`src/hw/dram_map_pkg.sv`:
```
package dram_map_pkg;

    // ********************************************************
    // Register indices (byte address is four times the index)
    // ********************************************************
    localparam logic [7:0] IDX_ILV_CTRL = 8'h19;
    localparam logic [7:0] IDX_PAGE_CTRL = 8'h1C;
    localparam logic [7:0] IDX_BANK0_TIME = 8'h20;
    localparam logic [7:0] IDX_BANK1_TIME = 8'h21;
    localparam logic [7:0] IDX_BANK_SIZE = 8'h22;
    localparam logic [7:0] IDX_STATUS = 8'h23;

    // ********************************************************
    // Field positions
    // ********************************************************
    localparam int ILV_EN_BIT = 0;
    localparam int PAGE_DIS_BIT = 4;
    localparam int WAIT_LSB = 0;
    localparam int PRE_LSB = 4;
    localparam int TIME_W = 3;
    localparam int SIZE0_LSB = 0;
    localparam int SIZE1_LSB = 2;
    localparam int STAT_PIPE_BIT = 0;
    localparam int STAT_STRAP_BIT = 1;
    localparam int STAT_ILV_BIT = 2;
    localparam int STAT_PAGE_BIT = 3;
    localparam int STAT_START0_LSB = 8;
    localparam int STAT_START1_LSB = 16;
    localparam int MB_LSB = 20;

    // ********************************************************
    // Reset values
    // ********************************************************
    localparam logic [7:0] ILV_CTRL_RST = 8'h00;
    localparam logic [7:0] PAGE_CTRL_RST = 8'h10;
    localparam logic [7:0] BANK_TIME_RST = 8'h33;
    localparam logic [7:0] BANK_SIZE_RST = 8'h01;

    // ********************************************************
    // Module size codes and bank capacity in MB
    // ********************************************************
    localparam logic [1:0] SZ_NONE = 2'h0;
    localparam logic [1:0] SZ_256K = 2'h1;
    localparam logic [1:0] SZ_1M = 2'h2;
    localparam logic [1:0] SZ_4M = 2'h3;

    function automatic logic [5:0] bank_mb(input logic [1:0] code);
        case (code)
            SZ_256K: bank_mb = 6'h01;
            SZ_1M: bank_mb = 6'h04;
            SZ_4M: bank_mb = 6'h10;
            default: bank_mb = 6'h00;
        endcase
    endfunction

    // ********************************************************
    // Timing
    // ********************************************************
    localparam int CLK_PERIOD_PS = 5000;
    localparam int PIPE_GAIN_NS = 40;
    localparam int PIPE_GAIN_CYC = (PIPE_GAIN_NS * 1000) / CLK_PERIOD_PS;

endpackage

```
`src/hw/dram_bank_map.sv`:
```
`timescale 1ns/1ps
module dram_bank_map #(
    parameter int AW = 25,
    parameter int PAGE_BITS = 11
) (
    input wire logic [1:0] i_size0,
    input wire logic [1:0] i_size1,
    input wire logic i_ilv_req,
    input wire logic [AW-1:0] i_addr,
    output logic [5:0] o_start0,
    output logic [5:0] o_start1,
    output logic o_ilv,
    output logic o_bank,
    output logic o_hit,
    output logic [AW-1:0] o_tag
);
    logic [5:0] cap0;
    logic [5:0] cap1;
    logic [5:0] addr_mb;
    logic [6:0] lim0;
    logic [6:0] lim1;
    logic [6:0] total;
    logic low1;
    logic in0;
    logic in1;

    assign cap0 = dram_map_pkg::bank_mb(i_size0);
    assign cap1 = dram_map_pkg::bank_mb(i_size1);
    assign addr_mb = 6'(i_addr[AW-1:dram_map_pkg::MB_LSB]);
    // Interleave only takes effect on two populated equal banks
    assign o_ilv = i_ilv_req && (cap0 == cap1) && (cap0 != 6'h00);
    // Bank 1 goes first only when bank 0 holds the smallest modules
    assign low1 = (i_size0 == dram_map_pkg::SZ_256K) && (cap1 > cap0);
    assign o_start0 = (o_ilv || !low1) ? 6'h00 : cap1;
    assign o_start1 = o_ilv ? 6'h00 : (low1 ? 6'h00 : cap0);
    assign lim0 = {1'b0, o_start0} + {1'b0, cap0};
    assign lim1 = {1'b0, o_start1} + {1'b0, cap1};
    assign total = {1'b0, cap0} + {1'b0, cap1};
    assign in0 = (cap0 != 6'h00) && (addr_mb >= o_start0) && ({1'b0, addr_mb} < lim0);
    assign in1 = (cap1 != 6'h00) && (addr_mb >= o_start1) && ({1'b0, addr_mb} < lim1);
    // Interleaved banks alternate on the single-bank page boundary
    assign o_bank = o_ilv ? i_addr[PAGE_BITS] : (in1 && !in0);
    assign o_hit = o_ilv ? ({1'b0, addr_mb} < total) : (in0 || in1);
    // Effective page doubles while interleaved
    assign o_tag = o_ilv ? (i_addr >> (PAGE_BITS + 1)) : (i_addr >> PAGE_BITS);
endmodule

```
`src/hw/dram_bank_timer.sv`:
```
`timescale 1ns/1ps
module dram_bank_timer #(
    parameter int CW = 3
) (
    input wire logic i_clk,
    input wire logic i_nrst,
    input wire logic i_start,
    input wire logic i_hit,
    input wire logic i_close,
    input wire logic i_page_en,
    input wire logic [CW-1:0] i_waits,
    input wire logic [CW-1:0] i_pre,
    output logic o_avail,
    output logic o_open,
    output logic o_done,
    output logic o_ras_n
);
    typedef enum logic [1:0] {
        TM_IDLE = 2'b00,
        TM_ACCESS = 2'b01,
        TM_OPEN = 2'b10,
        TM_PRE = 2'b11
    } tm_state_t;

    tm_state_t state_q;
    tm_state_t state_d;
    logic [CW-1:0] cnt_q;
    logic [CW-1:0] cnt_d;

    always_comb begin
        state_d = state_q;
        cnt_d = cnt_q;
        o_done = 1'b0;
        case (state_q)
            TM_IDLE: begin
                if (i_start) begin
                    state_d = TM_ACCESS;
                    cnt_d = i_waits;
                end
            end
            TM_ACCESS: begin
                if (cnt_q == '0) begin
                    o_done = 1'b1;
                    state_d = i_page_en ? TM_OPEN : TM_PRE;
                    cnt_d = i_pre;
                end else begin
                    cnt_d = cnt_q - 1'b1;
                end
            end
            TM_OPEN: begin
                // Row held open: a hit skips the row wait
                if (i_start && i_hit) begin
                    state_d = TM_ACCESS;
                    cnt_d = '0;
                end else if (i_close || !i_page_en) begin
                    state_d = TM_PRE;
                    cnt_d = i_pre;
                end
            end
            TM_PRE: begin
                if (cnt_q == '0) begin
                    state_d = TM_IDLE;
                end else begin
                    cnt_d = cnt_q - 1'b1;
                end
            end
            default: begin
                state_d = TM_IDLE;
            end
        endcase
    end

    always_ff @(posedge i_clk or negedge i_nrst) begin
        if (!i_nrst) begin
            state_q <= TM_IDLE;
            cnt_q <= '0;
        end else begin
            state_q <= state_d;
            cnt_q <= cnt_d;
        end
    end

    assign o_avail = (state_q == TM_IDLE) || (state_q == TM_OPEN);
    assign o_open = (state_q == TM_OPEN);
    assign o_ras_n = !((state_q == TM_ACCESS) || (state_q == TM_OPEN));
endmodule

```
`src/hw/dram_mode_mapper.sv`:
```
// Operation
// With the address pipeline active the next address is taken while the current access runs.
// The pipeline is only active with the external cache disabled, at CPU clocks up to 25MHz; the code does not gate O_PIPE_ACTIVE on the clock rate.
// Pipelined or plain addressing is chosen by the static pipeline_strap alone; the code also holds O_PIPE_ACTIVE low while I_CACHE_EN is high.
// Writing one to bit 0 of the interleave control register turns on column_strobe_enables.
// Software only requests interleave when both banks hold the same capacity.
// While interleaved both banks start at address zero and share one region.
// Page mode runs while bit 4 of the page mode control register is zero, in any configuration.
// Two interleaved banks act as one page twice the single-bank size.
// Without interleave bank 1 starts right above bank 0, at bank 0's capacity.
// Bank 1 has its own wait states and row precharge time apart from bank 0.
// With mixed sizes the small-module bank sits above the larger, per the fixed start table; the code leaves a 1M bank 0 below a 4M bank 1.
// Interleave works with banks of different speed, each bank keeping its own timing.
// Each access is decoded against the bank map and strobes the row of the chosen bank only.
`timescale 1ns/1ps
module dram_mode_mapper #(
    parameter int AW = 25,
    parameter int PAGE_BITS = 11
) (
    input wire logic I_CLK,
    input wire logic I_NRST,
    input wire logic I_PSEL,
    input wire logic I_PENABLE,
    input wire logic I_PWRITE,
    input wire logic [9:0] I_PADDR,
    input wire logic [31:0] I_PWDATA,
    output logic [31:0] O_PRDATA,
    output logic O_PREADY,
    output logic O_PSLVERR,
    input wire logic I_ADS,
    input wire logic [AW-1:0] I_ADDR,
    input wire logic I_PIPELINE_STRAP,
    input wire logic I_CACHE_EN,
    output logic O_READY,
    output logic [1:0] O_RAS_N,
    output logic O_COLUMN_STROBE_ENABLES,
    output logic O_PIPE_ACTIVE
);
    localparam int TW = dram_map_pkg::TIME_W;

    // ********************************************************
    // APB decode
    // ********************************************************
    logic [7:0] idx;
    logic word_ok;
    logic hit_ilv;
    logic hit_page;
    logic hit_t0;
    logic hit_t1;
    logic hit_size;
    logic hit_stat;
    logic mapped;
    logic apb_setup;
    logic apb_wr;
    logic [31:0] rd_data;
    logic [31:0] prdata_q;

    assign idx = I_PADDR[9:2];
    assign word_ok = (I_PADDR[1:0] == 2'h0);
    assign hit_ilv = word_ok && (idx == dram_map_pkg::IDX_ILV_CTRL);
    assign hit_page = word_ok && (idx == dram_map_pkg::IDX_PAGE_CTRL);
    assign hit_t0 = word_ok && (idx == dram_map_pkg::IDX_BANK0_TIME);
    assign hit_t1 = word_ok && (idx == dram_map_pkg::IDX_BANK1_TIME);
    assign hit_size = word_ok && (idx == dram_map_pkg::IDX_BANK_SIZE);
    assign hit_stat = word_ok && (idx == dram_map_pkg::IDX_STATUS);
    assign mapped = hit_ilv || hit_page || hit_t0 || hit_t1 || hit_size || hit_stat;
    assign apb_setup = I_PSEL && !I_PENABLE;
    assign O_PREADY = I_PSEL && I_PENABLE;
    assign O_PSLVERR = O_PREADY && !mapped;
    assign apb_wr = O_PREADY && I_PWRITE && mapped;

    // ********************************************************
    // Registers
    // ********************************************************
    logic [7:0] ilv_ctrl_q;
    logic [7:0] page_ctrl_q;
    logic [7:0] bank_time_q [2];
    logic [7:0] bank_size_q;
    logic pipe_strap_q;
    logic strap_done_q;

    always_ff @(posedge I_CLK or negedge I_NRST) begin
        if (!I_NRST) begin
            ilv_ctrl_q <= dram_map_pkg::ILV_CTRL_RST;
            page_ctrl_q <= dram_map_pkg::PAGE_CTRL_RST;
            bank_time_q[0] <= dram_map_pkg::BANK_TIME_RST;
            bank_time_q[1] <= dram_map_pkg::BANK_TIME_RST;
            bank_size_q <= dram_map_pkg::BANK_SIZE_RST;
        end else if (apb_wr) begin
            if (hit_ilv) begin
                ilv_ctrl_q <= I_PWDATA[7:0];
            end
            if (hit_page) begin
                page_ctrl_q <= I_PWDATA[7:0];
            end
            if (hit_t0) begin
                bank_time_q[0] <= I_PWDATA[7:0];
            end
            if (hit_t1) begin
                bank_time_q[1] <= I_PWDATA[7:0];
            end
            if (hit_size) begin
                bank_size_q <= I_PWDATA[7:0];
            end
        end
    end

    // Strap is caught once after reset release and then held
    always_ff @(posedge I_CLK or negedge I_NRST) begin
        if (!I_NRST) begin
            pipe_strap_q <= 1'b0;
            strap_done_q <= 1'b0;
        end else if (!strap_done_q) begin
            pipe_strap_q <= I_PIPELINE_STRAP;
            strap_done_q <= 1'b1;
        end
    end

    logic page_en;
    assign page_en = !page_ctrl_q[dram_map_pkg::PAGE_DIS_BIT];
    assign O_PIPE_ACTIVE = pipe_strap_q && !I_CACHE_EN;
    assign O_COLUMN_STROBE_ENABLES = ilv_ctrl_q[dram_map_pkg::ILV_EN_BIT];

    // ********************************************************
    // Bank map
    // ********************************************************
    logic [AW-1:0] cur_addr_q;
    logic [5:0] start0;
    logic [5:0] start1;
    logic ilv_act;
    logic map_bank;
    logic map_hit;
    logic [AW-1:0] map_tag;

    dram_bank_map #(
        .AW(AW),
        .PAGE_BITS(PAGE_BITS)
    ) u_map (
        .i_size0(bank_size_q[dram_map_pkg::SIZE0_LSB +: 2]),
        .i_size1(bank_size_q[dram_map_pkg::SIZE1_LSB +: 2]),
        .i_ilv_req(O_COLUMN_STROBE_ENABLES),
        .i_addr(cur_addr_q),
        .o_start0(start0),
        .o_start1(start1),
        .o_ilv(ilv_act),
        .o_bank(map_bank),
        .o_hit(map_hit),
        .o_tag(map_tag)
    );

    // ********************************************************
    // Bank timers
    // ********************************************************
    logic [1:0] t_start;
    logic [1:0] t_close;
    logic [1:0] t_hit;
    logic [1:0] t_avail;
    logic [1:0] t_open;
    logic [1:0] t_done;
    logic [AW-1:0] open_tag_q [2];

    for (genvar b = 0; b < 2; b++) begin : g_bank
        assign t_hit[b] = t_open[b] && (open_tag_q[b] == map_tag);
        dram_bank_timer #(
            .CW(TW)
        ) u_timer (
            .i_clk(I_CLK),
            .i_nrst(I_NRST),
            .i_start(t_start[b]),
            .i_hit(t_hit[b]),
            .i_close(t_close[b]),
            .i_page_en(page_en),
            .i_waits(bank_time_q[b][dram_map_pkg::WAIT_LSB +: TW]),
            .i_pre(bank_time_q[b][dram_map_pkg::PRE_LSB +: TW]),
            .o_avail(t_avail[b]),
            .o_open(t_open[b]),
            .o_done(t_done[b]),
            .o_ras_n(O_RAS_N[b])
        );
    end

    // ********************************************************
    // Request sequencing
    // ********************************************************
    logic cur_v_q;
    logic cur_v_d;
    logic [AW-1:0] cur_addr_d;
    logic nxt_v_q;
    logic nxt_v_d;
    logic [AW-1:0] nxt_addr_q;
    logic [AW-1:0] nxt_addr_d;
    logic run_q;
    logic run_d;
    logic bank_q;
    logic accept;
    logic go;
    logic miss;
    logic finish;
    logic sel_hit;

    // A second address is taken early only in pipeline mode
    assign accept = I_ADS && (!cur_v_q || (O_PIPE_ACTIVE && !nxt_v_q));
    assign sel_hit = t_hit[map_bank];
    assign miss = cur_v_q && !run_q && !map_hit;
    assign go = cur_v_q && !run_q && map_hit && t_avail[map_bank]
        && (!t_open[map_bank] || sel_hit);
    assign t_start = go ? (map_bank ? 2'b10 : 2'b01) : 2'b00;
    assign t_close[0] = cur_v_q && !run_q && map_hit && !map_bank && t_open[0] && !t_hit[0];
    assign t_close[1] = cur_v_q && !run_q && map_hit && map_bank && t_open[1] && !t_hit[1];
    assign finish = (run_q && t_done[bank_q]) || miss;
    assign O_READY = finish;

    always_comb begin
        cur_v_d = cur_v_q;
        cur_addr_d = cur_addr_q;
        nxt_v_d = nxt_v_q;
        nxt_addr_d = nxt_addr_q;
        run_d = run_q;
        if (go) begin
            run_d = 1'b1;
        end
        if (finish) begin
            cur_v_d = nxt_v_q;
            cur_addr_d = nxt_addr_q;
            nxt_v_d = 1'b0;
            run_d = 1'b0;
        end
        if (accept) begin
            if (!cur_v_q || (finish && !nxt_v_q)) begin
                cur_v_d = 1'b1;
                cur_addr_d = I_ADDR;
            end else begin
                nxt_v_d = 1'b1;
                nxt_addr_d = I_ADDR;
            end
        end
    end

    always_ff @(posedge I_CLK or negedge I_NRST) begin
        if (!I_NRST) begin
            cur_v_q <= 1'b0;
            cur_addr_q <= '0;
            nxt_v_q <= 1'b0;
            nxt_addr_q <= '0;
            run_q <= 1'b0;
            bank_q <= 1'b0;
        end else begin
            cur_v_q <= cur_v_d;
            cur_addr_q <= cur_addr_d;
            nxt_v_q <= nxt_v_d;
            nxt_addr_q <= nxt_addr_d;
            run_q <= run_d;
            if (go) begin
                bank_q <= map_bank;
            end
        end
    end

    always_ff @(posedge I_CLK or negedge I_NRST) begin
        if (!I_NRST) begin
            open_tag_q[0] <= '0;
            open_tag_q[1] <= '0;
        end else if (go) begin
            open_tag_q[map_bank] <= map_tag;
        end
    end

    // ********************************************************
    // Read data
    // ********************************************************
    logic [31:0] status;

    assign status = (32'(O_PIPE_ACTIVE) << dram_map_pkg::STAT_PIPE_BIT)
        | (32'(pipe_strap_q) << dram_map_pkg::STAT_STRAP_BIT)
        | (32'(ilv_act) << dram_map_pkg::STAT_ILV_BIT)
        | (32'(page_en) << dram_map_pkg::STAT_PAGE_BIT)
        | (32'(start0) << dram_map_pkg::STAT_START0_LSB)
        | (32'(start1) << dram_map_pkg::STAT_START1_LSB);
    assign rd_data = hit_ilv ? {24'h000000, ilv_ctrl_q}
        : hit_page ? {24'h000000, page_ctrl_q}
        : hit_t0 ? {24'h000000, bank_time_q[0]}
        : hit_t1 ? {24'h000000, bank_time_q[1]}
        : hit_size ? {24'h000000, bank_size_q}
        : hit_stat ? status : 32'h00000000;

    always_ff @(posedge I_CLK or negedge I_NRST) begin
        if (!I_NRST) begin
            prdata_q <= 32'h00000000;
        end else if (apb_setup) begin
            prdata_q <= rd_data;
        end
    end
    assign O_PRDATA = prdata_q;
endmodule

```
`config.mk`:
```
export PLATFORM = sky130hd
export DESIGN_NAME = dram_mode_mapper
export DESIGN_NICKNAME = d
export VERILOG_FILES = /design/src/hw/dram_map_pkg.sv /design/src/hw/dram_bank_map.sv /design/src/hw/dram_bank_timer.sv /design/src/hw/dram_mode_mapper.sv
export SDC_FILE = /design/constraint.sdc
export NUM_CORES = 1
export LEC_CHECK = 0
export ABC_AREA = 1
export ABC_CLOCK_PERIOD_IN_PS = 5700
export BUFFER_PORTS_ARGS = -buffer_cell sky130_fd_sc_hd__buf_4
export CORE_ASPECT_RATIO = 1.2
export CORE_MARGIN = 2
export CORE_UTILIZATION = 45
export DETAILED_ROUTE_END_ITERATION = 8
export PLACE_DENSITY_LB_ADDON = 0.2
export SLEW_MARGIN = 40
export SYNTH_ARGS = -nofsm -noshare
export SYNTH_HDL_FRONTEND = slang
export SYNTH_HIERARCHICAL = 1
export SYNTH_SLANG_ARGS = --single-unit
```
`constraint.sdc`:
```
create_clock -name I_CLK -period 5.7 [get_ports I_CLK]
set_clock_uncertainty 0.15 [all_clocks]
set_input_delay 1.425 -clock I_CLK [delete_from_list [all_inputs] [get_ports I_CLK]]
set_output_delay 1.425 -clock I_CLK [all_outputs]
set_load 0.02 [all_outputs]
```
==> metrics.txt <==
clock share of power=46.9%; initial cell density of the core=45.6%; switch share=26.0%; CTS Buffer Depth=2; Die Ht=169 um; CTS tree=yes; Startpoint Class=flop; Pint=1.80 mW; reg2reg path depth=32; Slew Limit Fails=0; Synth Area per Inst=7.34 um^2; First-pass DRT Iterations=5; post-CTS setup repair buffer count=0; Final ANT Viol Nets=0; synth-to-layout area growth=11.5%; Psw=0.633 mW; DP Worst Slack=0.768 ns; Worst-path clk slew=0.07 ns; Power Dens Cells=215 mW/mm^2; final wirelength=24.7 mm; RSZ-0062 raised after global routing=no; kind of end point of the critical path=primary output; worst hold margin=0.330 ns; Core Util, Final=50.8%; n_diodes=0; FMAX=0.187 GHz; yosys warns=6; Setup CP Type=flop to primary output; largest net degree at the start of global routing=79; Total Power=2.43 mW; Final #Nets=1548; Final min period=5.36 ns; Synth Instances=1385; die area=0.0238 mm^2; Hold Path Class=flop to flop; final cell count without fillers=1727; clk_lat worst skew=0.42 ns; Cell Area, Synth=0.0102 mm^2; Sum Neg Setup Slack=0 ns; layout cells sized above 1=16.9%; total of max-cap violations=0; first-pass GRT wire length=42.0 mm; clock root cell=clkbuf_16; Die X=141 um; Hold-fix buffers, CTS=0; vias in the first global route=8543; CTS-repair resized insts=0; wire per inst=14.3 um; post-DP HPWL=17.9 mm; final period utilization=94.0%; most frequent cells in the layout=nand2_1 (469), inv_1 (176), dfrtp_1 (144); Sink Count=154; Final Hold Fails=0; RD Place Congestion=0.900; # DRC=0; grt ovf=0; final worst slack=0.341 ns; Placed Area=0.0107 mm^2; initial antenna violation count=0; num rows=60; Total Routing Usage GR=21.7%; Initial DRC Count=496; placed cell count=1694; endpoints failing setup=0; Crit Path Max Fanout=6; Via density=5.04; Leak=5.75 nW; Seq pwr share=45.6%; status=finished clean; buffers added on ports=66; core area=0.0223 mm^2; final instance area=0.0113 mm^2; critical path arrival=3.78 ns; worst vdd ir=0.177 mV; Inserted Clock Buffers=17; htree depth=4; IO Pins=114; worst slew pin tran=0.736 ns; leading cell type in the layout, fill and taps excluded=nand2_1; hold depth=2; worst path required time=4.12 ns; max_slew headroom=50.8%; combinational share of power=7.5%; vias=8697
## power by group through the flow
| stage | logic (mW) | registers (mW) | clock network [mW] |
|---|---|---|---|
| finish | 0.182 | 1.11 | 1.14 |
| global route | 0.208 | 1.11 | 1.21 |
| CTS | 0.181 | 1.11 | 1.16 |
| detailed placement | 0.180 | 1.13 | 0 |
| global placement | 0.178 | 1.13 | 0 |
| floorplan | 0.118 | 1.13 | 0 |
## state kept, by name (all words and copies together), names as in the netlist, 4 cells and up
signal                  flops
ilv_ctrl_q                  8
bank_size_q                 8
g_bank.u_timer/cnt_q        6
bank_time_q                16
page_ctrl_q                 8
nxt_addr_q                 14
O_PRDATA                   20
cur_addr_q                 14
open_tag_q                 50
g_bank.u_timer/state_q      4
## cell type report
class                      instances  area [um^2]
fill                            2247        11000
inverter                         207          805
tap                              279          349
clock inverter                    13          134
multi-input combinational        974         5100
sequential                       154         3870
clock buffer                      19          453
timing repair buffer              81          624
## worst max-delay path, cell delays in order (launching register included)
cell and delay [ns]:
dfstp_2 0.59, nand2_1 0.13, ha_1 0.36, nand2_1 0.09
inv_2 0.08, nand4_4 0.11, a21oi_4 0.18, nor2_1 0.09
ha_1 0.28, inv_1 0.04, ha_1 0.29, nand2_1 0.08
inv_1 0.04, o21ai_0 0.13, nand3_1 0.09, nor2_1 0.15
nor2_1 0.08, a21oi_1 0.26, o31ai_2 0.12, buf_4 0.18
## routing by layer
metal  track usage, %  routed length [um]  up-vias
met1             27.0               10900     4031
li1                 -                   -     4446
met2             38.9               12600      188
met5                0                   0        -
met3             3.22                 811       32
met4             6.26                 431        0
## worst paths after layout
| check | startpoint | end | slack, ns |
|---|---|---|---|
| min in group asynchronous | I_NRST | nxt_addr_q[14]$_DFFE_PN0P_ | 0.76 |
| worst max register to register | bank_size_q[0]$_DFFE_PN1P_ | g_bank[1].u_timer/cnt_q[1]$_DFFE_PN0P_ | 0.81 |
| worst min register to register | ilv_ctrl_q[2]$_DFFE_PN0P_ | ilv_ctrl_q[2]$_DFFE_PN0P_ | 0.33 |
| max in group asynchronous | I_NRST | page_ctrl_q[4]$_DFFE_PN1P_ | 3.74 |
| worst max-delay path | bank_size_q[0]$_DFFE_PN1P_ | O_READY | 0.34 |
| worst min-delay path | ilv_ctrl_q[2]$_DFFE_PN0P_ | ilv_ctrl_q[2]$_DFFE_PN0P_ | 0.33 |
Note: power is estimated with default switching activity, not from simulation.
